<file path="config.mk">
export PLATFORM = sky130hd
export DESIGN_NAME = wdt_top
export DESIGN_NICKNAME = d
export VERILOG_FILES = /design/src/wdt_pkg.sv /design/src/wdt_interval.sv /design/src/wdt_top.sv
export SDC_FILE = /design/constraint.sdc
export NUM_CORES = 1
export LEC_CHECK = 0
export BUFFER_PORTS_ARGS = -buffer_cell sky130_fd_sc_hd__buf_2
export CAP_MARGIN = 20
export CORE_MARGIN = 2
export CORE_UTILIZATION = 53
export CTS_CLUSTER_DIAMETER = 150
export DETAILED_ROUTE_END_ITERATION = 12
export PLACE_DENSITY = 0.75
export SYNTH_ARGS = -nofsm -noshare
export SYNTH_HDL_FRONTEND = slang
export SYNTH_HIERARCHICAL = 1
export SYNTH_SLANG_ARGS = --single-unit
</file>
<file path="constraint.sdc">
create_clock -name clk -period 2.73 [get_ports clk]
set_input_delay 0.546 -clock clk [delete_from_list [all_inputs] [get_ports clk]]
set_output_delay 0.546 -clock clk [all_outputs]
set_load 0.02 [all_outputs]
</file>
<file path="src/wdt_pkg.sv">
// Package with the register map, field positions and timing counts.
//
// Function
// RQ1 - Counter clocked by RC or interval tick.
// RQ2 - Seven-bit counter matched against compare bits.
// RQ3 - Match resets chip or sets interrupt flag.
// RQ4 - Clear bit clears counter, self-clears.
// RQ5 - Counting starts after interval timer cleared; the code also arms at once while reset-select is zero or RC is selected.
// RQ6 - RC select keeps counting during stop.
// RQ7 - RC tick divided by 256 first.
// RQ8 - Interval source: event every compare+1 ticks.
// RQ9 - Reset-select bit is zero after reset.
// RQ10 - No watchdog reset before software enables.
// RQ11 - System source halts in stop, holds value.
// RQ12 - Software clears counter before each timeout.
// RQ13 - Watchdog reset restarts main oscillator.
// RQ14 - Interrupt generation sets the interrupt flag.
// RQ15 - Interval clear bit restarts timer, self-clears.
// RQ16 - Clear beats a simultaneous compare match.
package wdt_pkg;
    // Register word offsets on the plain register port.
    localparam logic [3:0] compare_off = 4'h0;
    localparam logic [3:0] clkctl_off = 4'h1;
    localparam logic [3:0] status_off = 4'h2;
    localparam logic [3:0] mask_off = 4'h3;
    localparam logic [3:0] count_off = 4'h4;
    // Field positions in the clock control register.
    localparam int prescale_lsb = 0;
    localparam int interval_clear_bit = 3;
    localparam int reset_select_bit = 4;
    localparam int rc_select_bit = 5;
    // Field position of the counter clear bit in the compare register.
    localparam int counter_clear_pos = 7;
    // Status bit positions.
    localparam int st_timeout = 0;
    localparam int st_interval = 1;
    // Reset values.
    localparam logic [7:0] compare_rst = 8'hff;
    localparam logic [7:0] clkctl_rst = 8'h00;
    // The RC tick is divided by two to the eighth before the counter.
    localparam int rc_div_bits = 8;
    // Length of the chip reset pulse driven on a watchdog reset.
    localparam int rst_pulse_cycles = 4;
endpackage : wdt_pkg

</file>
<file path="src/wdt_interval.sv">
// Basic interval timer: prescaler and eight-bit free-running counter.
`timescale 1ns/1ps
`default_nettype none
module wdt_interval (
    // Clock and reset.
    input wire logic clk,
    input wire logic rst,
    // Control.
    input wire logic [2:0] prescale_sel,
    input wire logic clear,
    input wire logic run,
    // Results.
    output logic tick,
    output logic overflow,
    output logic [7:0] count_q
);
    // Prescaler; divide ratio is 8 shifted by the select field.
    logic [9:0] pre_q;
    logic pre_hit;

    // A tick occurs when the selected prescaler bits are all ones, just before they wrap.
    always_comb begin
        pre_hit = run && ((pre_q & ((10'h8 << prescale_sel) - 10'h1))
                  == ((10'h8 << prescale_sel) - 10'h1));
    end

    // Clearing restarts both prescaler and counter from zero.
    always_ff @(posedge clk) begin
        if (rst || clear) begin // RQ15
            pre_q <= 10'h000;
        end else if (run) begin
            pre_q <= pre_q + 10'h1;
        end
    end

    // Counter advances on each prescaled tick.
    always_ff @(posedge clk) begin
        if (rst || clear) begin // RQ15
            count_q <= 8'h00;
        end else if (pre_hit) begin
            count_q <= count_q + 8'h01;
        end
    end

    assign tick = pre_hit && !clear;
    assign overflow = tick && (count_q == 8'hff);
endmodule : wdt_interval
`default_nettype wire

</file>
<file path="src/wdt_top.sv">
// Watchdog timer with seven-bit counter, compare register and RC source.
//
// Added by the designer: the register offsets and the plain strobed port.
`timescale 1ns/1ps
`default_nettype none
module wdt_top (
    // Clock and reset.
    input wire logic clk,
    input wire logic rst,
    // Register port.
    input wire logic [3:0] addr,
    input wire logic [7:0] wdata,
    input wire logic wr_en,
    input wire logic rd_en,
    output logic [7:0] rdata,
    // Power and clock pins.
    input wire logic stop_mode,
    input wire logic sub_clock_mode,
    input wire logic rc_osc,
    // Outputs.
    output logic chip_reset_n,
    output logic main_osc_on,
    output logic irq
);
    // Software-visible registers.
    logic [7:0] compare_q;
    logic [7:0] clkctl_q;
    logic [1:0] status_q;
    logic [1:0] mask_q;
    logic counter_clear_q;
    logic interval_clear_q;
    // Watchdog state.
    logic [6:0] wdt_cnt_q;
    logic armed_q;
    logic [2:0] rst_cnt_q;
    logic reset_req_q;
    logic osc_on_q;
    // Synchroniser and divider for the RC oscillator.
    logic rc_s1_q;
    logic rc_s2_q;
    logic rc_s3_q;
    logic [7:0] rc_div_q;
    // Stop and sub clock modes from the power controller, synchronised.
    logic stop_s1_q;
    logic stop_q;
    logic sub_s1_q;
    logic sub_q;
    // Previous synchronised sub clock level, for spotting its entry.
    logic sub_prev_q;
    // Interval timer wires.
    logic bit_tick;
    logic bit_ovf;
    logic [7:0] bit_cnt;
    // Derived strobes.
    logic wr_compare;
    logic wr_clkctl;
    logic rd_status;
    logic rc_sel;
    logic rc_tick;
    logic wdt_tick;
    logic match;
    logic timeout;

    // Write and read decodes, and the RC source select.
    assign wr_compare = wr_en && (addr == wdt_pkg::compare_off);
    assign wr_clkctl = wr_en && (addr == wdt_pkg::clkctl_off);
    assign rd_status = rd_en && (addr == wdt_pkg::status_off);
    assign rc_sel = clkctl_q[wdt_pkg::rc_select_bit];

    // Interval timer; it halts with the main clock in stop mode.
    wdt_interval u_interval (
        .clk(clk),
        .rst(rst),
        .prescale_sel(clkctl_q[2:0]),
        .clear(interval_clear_q),
        .run(!stop_q),
        .tick(bit_tick),
        .overflow(bit_ovf),
        .count_q(bit_cnt)
    );

    // Two flip-flops catch the asynchronous pins before use.
    always_ff @(posedge clk) begin
        if (rst) begin
            rc_s1_q <= 1'b0;
            rc_s2_q <= 1'b0;
            rc_s3_q <= 1'b0;
            stop_s1_q <= 1'b0;
            stop_q <= 1'b0;
            sub_s1_q <= 1'b0;
            sub_q <= 1'b0;
            sub_prev_q <= 1'b0;
        end else begin
            rc_s1_q <= rc_osc;
            rc_s2_q <= rc_s1_q;
            rc_s3_q <= rc_s2_q;
            stop_s1_q <= stop_mode;
            stop_q <= stop_s1_q;
            sub_s1_q <= sub_clock_mode;
            sub_q <= sub_s1_q;
            sub_prev_q <= sub_q;
        end
    end

    // The RC divider counts every RC rising edge, regardless of stop mode and of the source select.
    always_ff @(posedge clk) begin
        if (rst) begin
            rc_div_q <= 8'h00;
        end else if (rc_s2_q && !rc_s3_q) begin
            rc_div_q <= rc_div_q + 8'h01; // RQ7
        end
    end

    // A divided RC tick fires when the divider wraps past 255.
    assign rc_tick = rc_s2_q && !rc_s3_q && (rc_div_q == 8'hff); // RQ7

    // Source select; the system tick is blocked in stop mode.
    always_comb begin
        if (rc_sel) begin
            wdt_tick = rc_tick; // RQ1 RQ6
        end else begin
            wdt_tick = bit_tick && !stop_q; // RQ1 RQ11
        end
    end

    // Compare register with its self-clearing counter clear bit.
    always_ff @(posedge clk) begin
        if (rst) begin
            compare_q <= wdt_pkg::compare_rst;
            counter_clear_q <= 1'b0;
        end else begin
            counter_clear_q <= 1'b0; // RQ4
            if (wr_compare) begin
                compare_q <= {1'b0, wdata[6:0]};
                counter_clear_q <= wdata[wdt_pkg::counter_clear_pos]; // RQ4
            end
        end
    end

    // Clock control register; the interval clear bit self-clears.
    always_ff @(posedge clk) begin
        if (rst) begin
            clkctl_q <= wdt_pkg::clkctl_rst; // RQ9
            interval_clear_q <= 1'b0;
        end else begin
            interval_clear_q <= 1'b0; // RQ15
            if (wr_clkctl) begin
                clkctl_q <= {2'b00, wdata[5:4], 1'b0, wdata[2:0]};
                interval_clear_q <= wdata[wdt_pkg::interval_clear_bit];
            end
        end
    end

    // Counting is armed once the interval timer is cleared or the RC source is selected, and always while reset-select is zero.
    always_ff @(posedge clk) begin
        if (rst) begin
            armed_q <= 1'b0;
        end else if (wr_clkctl && !clkctl_q[wdt_pkg::reset_select_bit]
                     && wdata[wdt_pkg::reset_select_bit]) begin
            armed_q <= 1'b0; // RQ5
        end else if (interval_clear_q || rc_sel) begin
            armed_q <= 1'b1; // RQ5
        end else if (!clkctl_q[wdt_pkg::reset_select_bit]) begin
            armed_q <= 1'b1;
        end
    end

    // Match of counter value with the low seven compare bits.
    assign match = (wdt_cnt_q == compare_q[6:0]); // RQ2
    assign timeout = wdt_tick && armed_q && match && !counter_clear_q; // RQ16

    // Seven-bit counter: clear wins, else restart on match, else count.
    always_ff @(posedge clk) begin
        if (rst || counter_clear_q) begin
            wdt_cnt_q <= 7'h00; // RQ4 RQ16
        end else if (wdt_tick && armed_q) begin
            if (match) begin
                wdt_cnt_q <= 7'h00; // RQ8
            end else begin
                wdt_cnt_q <= wdt_cnt_q + 7'h01; // RQ2
            end
        end
    end

    // Chip reset pulse when reset-select is set at timeout.
    always_ff @(posedge clk) begin
        if (rst) begin
            rst_cnt_q <= 3'h0;
            reset_req_q <= 1'b0;
        end else if (timeout && clkctl_q[wdt_pkg::reset_select_bit]) begin
            rst_cnt_q <= 3'(wdt_pkg::rst_pulse_cycles - 1); // RQ3 RQ10
            reset_req_q <= 1'b1;
        end else if (rst_cnt_q != 3'h0) begin
            rst_cnt_q <= rst_cnt_q - 3'h1;
        end else begin
            reset_req_q <= 1'b0;
        end
    end

    assign chip_reset_n = !reset_req_q; // RQ3

    // Main oscillator is re-enabled by a watchdog reset in sub clock mode.
    // It stays on afterwards; only a fresh entry into sub clock stops it,
    // so the reset pulse cannot be undone one cycle later.
    always_ff @(posedge clk) begin
        if (rst) begin
            osc_on_q <= 1'b1;
        end else if (timeout && clkctl_q[wdt_pkg::reset_select_bit]) begin
            osc_on_q <= 1'b1; // RQ13
        end else if (!sub_q) begin
            osc_on_q <= 1'b1;
        end else if (!sub_prev_q) begin
            osc_on_q <= 1'b0;
        end
    end

    assign main_osc_on = osc_on_q;

    // Sticky status bits; a hardware set wins over the read clear.
    always_ff @(posedge clk) begin
        if (rst) begin
            status_q <= 2'b00;
        end else begin
            status_q[wdt_pkg::st_timeout] <= (timeout
                && !clkctl_q[wdt_pkg::reset_select_bit]) // RQ3 RQ14
                || (status_q[wdt_pkg::st_timeout] && !rd_status);
            status_q[wdt_pkg::st_interval] <= bit_ovf
                || (status_q[wdt_pkg::st_interval] && !rd_status);
        end
    end

    // Interrupt mask register.
    always_ff @(posedge clk) begin
        if (rst) begin
            mask_q <= 2'b00;
        end else if (wr_en && addr == wdt_pkg::mask_off) begin
            mask_q <= wdata[1:0];
        end
    end

    assign irq = |(status_q & mask_q);

    // Read data register; unmapped offsets read as zero.
    always_ff @(posedge clk) begin
        if (rst) begin
            rdata <= 8'h00;
        end else if (rd_en) begin
            unique case (addr)
                // The clear bit always reads back as zero.
                wdt_pkg::compare_off: rdata <= {1'b0, compare_q[6:0]}; // RQ4
                wdt_pkg::clkctl_off: rdata <= bit_cnt;
                wdt_pkg::status_off: rdata <= {6'h00, status_q};
                wdt_pkg::mask_off: rdata <= {6'h00, mask_q};
                wdt_pkg::count_off: rdata <= {1'b0, wdt_cnt_q};
                default: rdata <= 8'h00;
            endcase
        end else begin
            rdata <= 8'h00;
        end
    end

    // Checks on the watchdog behaviour.
    a_clear_zeroes: assert property (@(posedge clk) disable iff (rst)
        counter_clear_q |=> wdt_cnt_q == 7'h00) // RQ4
        else $error("counter not cleared");
    a_clear_self: assert property (@(posedge clk) disable iff (rst)
        wr_compare |=> ##1 !counter_clear_q) // RQ4
        else $error("clear bit stuck");
    a_no_reset_off: assert property (@(posedge clk) disable iff (rst)
        !clkctl_q[4] && !reset_req_q |=> chip_reset_n) // RQ10
        else $error("reset while disabled");
    a_reset_on_hit: assert property (@(posedge clk) disable iff (rst)
        timeout && clkctl_q[4] |=> !chip_reset_n[*4]) // RQ3
        else $error("reset pulse wrong");
    a_flag_on_hit: assert property (@(posedge clk) disable iff (rst)
        timeout && !clkctl_q[4] |=> status_q[0]) // RQ14
        else $error("flag not set");
    a_clear_priority: assert property (@(posedge clk) disable iff (rst)
        counter_clear_q |-> !timeout) // RQ16
        else $error("timeout during clear");
    a_stop_holds: assert property (@(posedge clk) disable iff (rst)
        stop_q && !rc_sel && !counter_clear_q |=> $stable(wdt_cnt_q)) // RQ11
        else $error("counted in stop");
    a_match_restart: assert property (@(posedge clk) disable iff (rst)
        timeout |=> wdt_cnt_q == 7'h00) // RQ8
        else $error("no restart");
    a_sel_reset: assert property (@(posedge clk)
        rst |=> !clkctl_q[4]) // RQ9
        else $error("select not cleared");
    c_timeout_irq: cover property (@(posedge clk) timeout && !clkctl_q[4]);
    c_timeout_rst: cover property (@(posedge clk) timeout && clkctl_q[4]);
    c_rc_stop: cover property (@(posedge clk) rc_tick && stop_q && rc_sel);
endmodule : wdt_top
`default_nettype wire
</file>
==> run summary, run 1 <==
status - completed
Post-Syn Instances - 375
Mapped Area - 0.00340 mm²
CTS Hold Bufs - 0
Syn Area/Cell - 9.06 µm²
all-layer global routing usage - 21.7%
Clock Pin Slew Worst Setup and Hold Paths - 0.08 ns
DRC errors left - 0
yosys warns - 6
Ant. Diodes - 0
worst hold path endpoint - stop_s1_q$_SDFF_PP0_
synth unique cells - 57
final hold violation count - 0
CP Buf/Inv Count - 1
io pins - 30
fillers - 538
Clock Latency Late Sink - 0.34 ns
Max-slew headroom - 45.8%
number of flops mapped to enable cells by yosys - 0
Crit. End Element - flip-flop
GPL Wtd Cong - 0.812
fin nets - 436
row count - 29
Remaining Overflow, GRT - 0
Pins Over Slew Limit - 0
Final Cycle Share - 97.2%
core footprint - 0.00628 mm²
Hold Crit Start - stop_mode
share of layout cells above drive strength 1 - 20.0%
# setup viols final - 0
die height - 84.1 µm
Initial Util - 54.1%
Max VDD drop - 0.000368 V
fin util - 61.9%
Mapped Nets - 401
die width - 84.1 µm
Final Critical Period - 2.65 ns
PortBufs - 29
die area - 0.00707 mm²
reg2reg path depth - 12
vias in the first global route - 2736
Area Growth Syn to Fin - 14.4%
Max Clk Rate - 377 MHz
first-pass GRT wire length - 12.4 mm
WHS Path Cells - 2
delay-heaviest family, CP - simple AND/OR/NAND/NOR gates
CP startpoint kind - flip-flop
Multi-input gate area - 0.00184 mm²
Main synth FF type - dfxtp_1
hpwl dp - 5.02 mm
total power - 2.30 mW
routed vias/inst - 5.72
max-cap violation count - 0
vias post-DR - 2813
Pwr per Cell Area - 591 mW/mm²
Post-Route WL - 7.40 mm
design area - 0.00389 mm²
Hold/Removal Path Class - input pin to flip-flop
leakage - 1.43 nW
worst path required time - 2.95 ns
Worst Clk Skew - 0.00641 ns
Slew @ Worst Pin - 0.810 ns
CTS tree - yes
post-synthesis sequential area ratio - 43.0%
number of CTS-inserted buffers - 9
RSZ-0062 raised after global routing - yes
CTS sink count - 73
First-pass DRT Iterations - 4
initial antenna violation count - 0
Cell Area, Placed - 0.00365 mm²
kind of critical path - flip-flop to flip-flop
Worst R2R Setup Slack - 0.08 ns
Iter 0 DRT Violations - 148
Reg area - 0.00147 mm²
Max clock buf depth - 2
largest net degree at the start of global routing - 36
Critical-path top delay cell - or4_4
FF+latch count, synth - 73
DR WL/cell - 15.0 µm
Max stage delay on crit path - 0.47 ns
Clock H-tree levels - 3
crit-path max FO - 6
CTS root buffer - clkbuf_8
FFs w/ async S/R, synth - 0%
Reg-to-Reg Start - clkctl_q[1]$_SDFFE_PP0N_
Post-DRT Antenna Nets - 0
Critical Path AT - 2.88 ns
CP Cell Sequence - nor3_4, inv_2, ha_4, and4b_2, a41oi_2, and2_4, nand2_1, nor2_1, and4bb_2, a41oi_4, or4_4, nor3b_2
WP depth - 12
FF-to-FF End - rst_cnt_q[2]$_SDFFE_PP0P_
-- how the worst max path moves through the flow --
| stage | start | endpoint | slack [ns] |
|---|---|---|---|
| final | clkctl_q[1]$_SDFFE_PP0N_ | rst_cnt_q[2]$_SDFFE_PP0P_ | 0.08 |
| after global routing | clkctl_q[1]$_SDFFE_PP0N_ | rst_cnt_q[2]$_SDFFE_PP0P_ | -0.02 |
| after CTS | clkctl_q[2]$_SDFFE_PP0N_ | rst_cnt_q[2]$_SDFFE_PP0P_ | 0.03 |
| after detailed placement | clkctl_q[2]$_SDFFE_PP0N_ | rst_cnt_q[2]$_SDFFE_PP0P_ | 0.06 |
| after global placement | clkctl_q[2]$_SDFFE_PP0N_ | rst_cnt_q[2]$_SDFFE_PP0P_ | 0.14 |
| after floorplan | clkctl_q[2]$_SDFFE_PP0N_ | rst_cnt_q[2]$_SDFFE_PP0P_ | 0.09 |
-- where the power goes --
part	internal [mW]	total, mW	switching, mW
Combinational	0.119	0.258	0.139
Clock	0.497	0.882	0.385
Sequential	1.11	1.16	0.0454
-- flip-flops by register name, indices dropped and copies added (netlist names), 2 cells and up --
signal              flops
rc_div_q                8
clkctl_q                5
status_q                2
rdata                   8
rst_cnt_q               3
mask_q                  2
compare_q               7
u_interval/count_q      8
wdt_cnt_q               7
u_interval/pre_q       10
-- layout by cell type, fill, tap and decap left out, types with 9 or more instances in the layout --
| cell | Yosys | layout |
|---|---|---|
| a21oi_1 | 17 | 17 |
| buf_2 | 4 | 29 |
| buf_4 | 0 | 9 |
| clkbuf_8 | 0 | 12 |
| dfxtp_1 | 73 | 70 |
| inv_1 | 18 | 17 |
| nand2_1 | 25 | 25 |
| nand3_1 | 24 | 24 |
| nor2_1 | 43 | 42 |
| nor2b_1 | 11 | 11 |
| or3_1 | 9 | 9 |
| xnor2_1 | 15 | 15 |
| xor2_1 | 10 | 10 |
-- repair_timing --
item                                    CTS  global route
buffers inserted                          0             1
endpoints found under the setup margin    0            11
gates resized for setup                   0             7
-- synth_stat cells, types with 2 or more instances --
cell	n	share of area, %
mux2i_1	5	1.5
nor2b_1	11	2.0
o21ai_0	7	1.0
o31ai_1	6	1.3
clkbuf_1	7	0.77
nor2_1	43	4.8
or2_2	4	0.74
buf_2	4	0.59
o2111ai_1	6	1.5
dfxtp_1	73	43
nor4_1	2	0.37
mux4_2	2	1.3
xor2_1	10	2.6
nand2_1	25	2.8
a211o_1	7	1.8
a22oi_1	5	1.1
nand4_1	7	1.3
xnor2_1	15	3.9
buf_1	2	0.22
or4_1	5	1.1
mux2_2	5	1.7
a21oi_1	17	2.5
o211ai_1	8	1.8
nand2b_1	2	0.37
inv_1	18	2.0
and2_2	2	0.44
nor3_1	5	0.74
ha_1	7	2.6
a31oi_1	2	0.37
or3_1	9	1.7
nand3_1	24	3.5
nor3b_1	4	0.88
and2_1	2	0.37
-- cell type report --
type,count,share of cell area [%]
Tap cell,77,2.48
Timing Repair Buffer,38,5.47
Multi-Input combinational cell,270,47.3
Clock buffer,14,4.44
Clock inverter,2,0.901
Sequential cell,73,37.7
Inverter,18,1.74
-- metrics by stage --
| step | setup WS (ns) | setup TNS (ns) | hold slack, ns | instances |
|---|---|---|---|---|
| after floorplan | 0.0887 | 0 | 0.414 | 375 |
| after global placement | 0.142 | 0 | 0.416 | 475 |
| after detailed placement | 0.0628 | 0 | 0.427 | 475 |
| after CTS | 0.0318 | 0 | 0.408 | 491 |
| after global routing | -0.0227 | -0.0346 | 0.406 | 492 |
| final | 0.0776 | 0 | 0.412 | 492 |
-- metal layers --
| metal | part of all wire [%] | routed length [µm] | global-route usage [%] | up-vias |
|---|---|---|---|---|
| met5 | 0 | 0 | 0 | - |
| met4 | 2.4 | 178 | 11.4 | 0 |
| met3 | 4.8 | 358 | 4.55 | 15 |
| met2 | 47 | 3470 | 34.3 | 69 |
| met1 | 46 | 3390 | 27.9 | 1305 |
| li1 | - | - | - | 1424 |
-- cells by family (layout without fill, tap and decap cells) --
family,Yosys count,in the layout,synth area share (%)
buf+inv,32,72,3.90
xor+xnor,25,25,6.45
fa+ha+maj,7,7,2.58
simple gates,159,159,25.2
flops,73,73,43.0
compound gates,67,67,14.4
mux,12,12,4.46
(Power assumes the default switching activity.)
==> run 2: changes to the inputs <==
--- a/config.mk
+++ b/config.mk
@@ -12,7 +12,7 @@
 export CTS_CLUSTER_DIAMETER = 150
 export DETAILED_ROUTE_END_ITERATION = 12
 export PLACE_DENSITY = 0.75
+export SKIP_CTS_REPAIR_TIMING = 1
 export SYNTH_ARGS = -nofsm -noshare
 export SYNTH_HDL_FRONTEND = slang
-export SYNTH_HIERARCHICAL = 1
 export SYNTH_SLANG_ARGS = --single-unit
==> run 2 against run 1 <==
- power fell by 12%
- worst setup slack improved by 0.13 ns
- synthesized cell count decreased by 6.1%
- worst hold slack improved by 0.0016 ns
- sequential power shrank 3%
- register-to-register slack improved by 0.13 ns
==> run summary, run 2 <==
RSZ-0062 raised after global routing - no
number of CTS-inserted buffers - 9 (unchanged)
Ant. Diodes - 0 (unchanged)
Cell Area, Placed - 0.00350 mm² (-4.1%)
Initial Util - 55.4% (+1.3 points)
share of layout cells above drive strength 1 - 14.4% (-5.6 points)
PortBufs - 29 (unchanged)
max reg flops - 10 (unchanged)
initial antenna violation count - 0 (unchanged)
most frequent cell after synthesis - dfxtp_1
design area - 0.00365 mm² (-6.1%)
Pins Over Slew Limit - 0 (unchanged)
Main synth FF type - dfxtp_1
CP startpoint kind - flip-flop
Post-Syn Instances - 352 (-6.1%)
hpwl dp - 4.61 mm (-8.2%)
Syn Area/Cell - 9.38 µm² (+3.6%)
fin nets - 406 (-6.9%)
die height - 82.9 µm (-1.3%)
status - completed
FF+latch count, synth - 73 (unchanged)
Reg area - 0.00146 mm² (-0.26%)
Final Critical Period - 2.52 ns (-0.128 ns)
Post-Route Setup TNS - 0 ns (unchanged)
CTS tree - yes
most frequent cells in the layout - 73 x dfxtp_1, 47 x nor2_1, 29 x buf_2, 19 x nand2_1, 18 x mux2i_1
core footprint - 0.00596 mm² (-5.1%)
CTS sink count - 73 (unchanged)
vias in the first global route - 2389 (-13%)
io pins - 30 (unchanged)
fillers - 509 (-5.4%)
die width - 82.9 µm (-1.3%)
GPL Wtd Cong - 0.921 (+13%)
# setup viols final - 0 (unchanged)
leakage - 1.40 nW (-1.6%)
Slew @ Worst Pin - 0.631 ns (-0.179 ns)
routed vias/inst - 5.70 (-0.30%)
Clock Pin Slew Worst Setup and Hold Paths - 0.07 ns (about the same)
Mapped Area - 0.00330 mm² (-2.8%)
Post-Route WL - 6.48 mm (-12%)
Critical Path AT - 2.81 ns (-0.07 ns)
kind of critical path - flip-flop to flip-flop
DR WL/cell - 14.2 µm (-5.7%)
fin util - 61.2% (-0.67 points)
crit-path max FO - 10 (+4)
first-pass GRT wire length - 11.0 mm (-11%)
reg2reg path depth - 7 (-5)
synth cell count leaders - 73 x dfxtp_1, 47 x nor2_1, 19 x nand2_1
First-pass DRT Iterations - 4 (unchanged)
leading area contributor after synthesis - dfxtp_1
die area - 0.00688 mm² (-2.7%)
FFs w/ async S/R, synth - 0% (unchanged)
max-cap violation count - 0 (unchanged)
Iter 0 DRT Violations - 222 (+50%)
post-synthesis sequential area ratio - 44.3% (+1.2 points)
WHS Path Cells - 2 (unchanged)
Worst Clk Skew - 0.00744 ns (+0.00103 ns)
Clock Latency Late Sink - 0.34 ns (about the same)
most common cell after layout, fill and taps aside - dfxtp_1
yosys warns - 0 (-6)
Max-slew headroom - 57.6% (+12 points)
Max clock buf depth - 2 (unchanged)
Most flops, register - u_interval.pre_q
Pwr per Cell Area - 557 mW/mm² (-5.9%)
largest net degree at the start of global routing - 30 (-17%)
vias post-DR - 2605 (-7.4%)
Max Clk Rate - 396 MHz (+5.1%)
Synth top area share - 44.3% (+1.2 points)
Mapped Nets - 378 (-5.7%)
Remaining Overflow, GRT - 0 (unchanged)
all-layer global routing usage - 19.7% (-2.1 points)
synth unique cells - 46 (-19%)
Clock H-tree levels - 3 (unchanged)
Area Growth Syn to Fin - 10.5%
worst path required time - 3.01 ns (+0.06 ns)
DRC errors left - 0 (unchanged)
synth top area cells - dfxtp_1 44%, mux2i_1 5.5%, nor2_1 5.3%
Final Cycle Share - 92.5% (-4.7 points)
number of flops mapped to enable cells by yosys - 0 (unchanged)
Multi-input gate area - 0.00175 mm² (-4.8%)
worst hold slack - 0.414 ns (+0.00165 ns)
row count - 28 (-3.4%)
total power - 2.03 mW (-12%)
CTS root buffer - clkbuf_8
final hold violation count - 0 (unchanged)
Max VDD drop - 0.000428 V (+16%)
Hold/Removal Path Class - input pin to flip-flop
Crit. End Element - flip-flop
Post-DRT Antenna Nets - 0 (unchanged)
==> run 2: changes by cell type in the layout (fill, tap and decap cells not counted), moves of 6 or more <==
cell,previous run,this run
nand3_1,24,13
o21ai_0,7,15
o211ai_1,8,0
nand2b_1,2,9
buf_4,9,3
mux2i_1,5,18
a211o_1,7,0
o2111ai_1,6,0
inv_1,17,7
o31ai_1,6,0
nand2_1,25,19
==> run 2: final cells by class <==
type	count	area share (%)
Tap cell	75	2.57
Timing Repair Buffer	32	4.60
Clock inverter	1	0.137
Sequential cell	73	40.1
Multi-Input combinational cell	257	47.9
Clock buffer	12	3.98
Inverter	7	0.720
==> run 2: cells by family after synthesis <==
logic type	synth area share (%)
and+or+nand+nor	23.7
DFF	44.3
AOI/OAI and AO/OA	10.9
xor gates and xnor gates	7.16
muxes	8.53
buffers and inverters	2.80
adders and majority gates	2.65
==> run 2: path summary, 6_finish.rpt <==
kind | from | endpoint | slack (ns)
setup reg to reg | clkctl_q[0]$_SDFFE_PP0P_ | wdt_cnt_q[2]$_SDFFE_PP0P_ | 0.21
hold reg to reg | rc_s1_q$_SDFF_PP0_ | rc_s2_q$_SDFF_PP0_ | 0.44
setup / recovery | clkctl_q[0]$_SDFFE_PP0P_ | wdt_cnt_q[2]$_SDFFE_PP0P_ | 0.21
hold / removal | stop_mode | stop_s1_q$_SDFF_PP0_ | 0.41
==> run 2: where the power goes <==
part           switching [mW]  internal (mW)
logic                   0.111         0.0931
clock network           0.365          0.339
registers              0.0218           1.10
==> run 2: routing by layer <==
layer	part of all wire, %	up-vias	GRT usage (%)
met2	47	71	31.2
met3	5.0	12	6.66
met1	46	1227	25.3
met4	1.7	0	6.26
li1	-	1295	-
met5	0	-	0
==> run 2: stage by stage <==
step / setup slack [ns] / cells
floorplan: 0.378 / 352
global placement: 0.261 / 444
detailed placement: 0.179 / 444
CTS: 0.168 / 457
global route: 0.0323 / 457
finish: 0.206 / 457
==> run 2: critical path: stages (launching register included) <==
cell,delay [ns]
dfxtp_1,0.38
or3_1,0.40
ha_1,0.24
xnor2_1,0.25
o2111ai_4,0.15
o31ai_4,0.45
and2_0,0.41
a32o_1,0.18
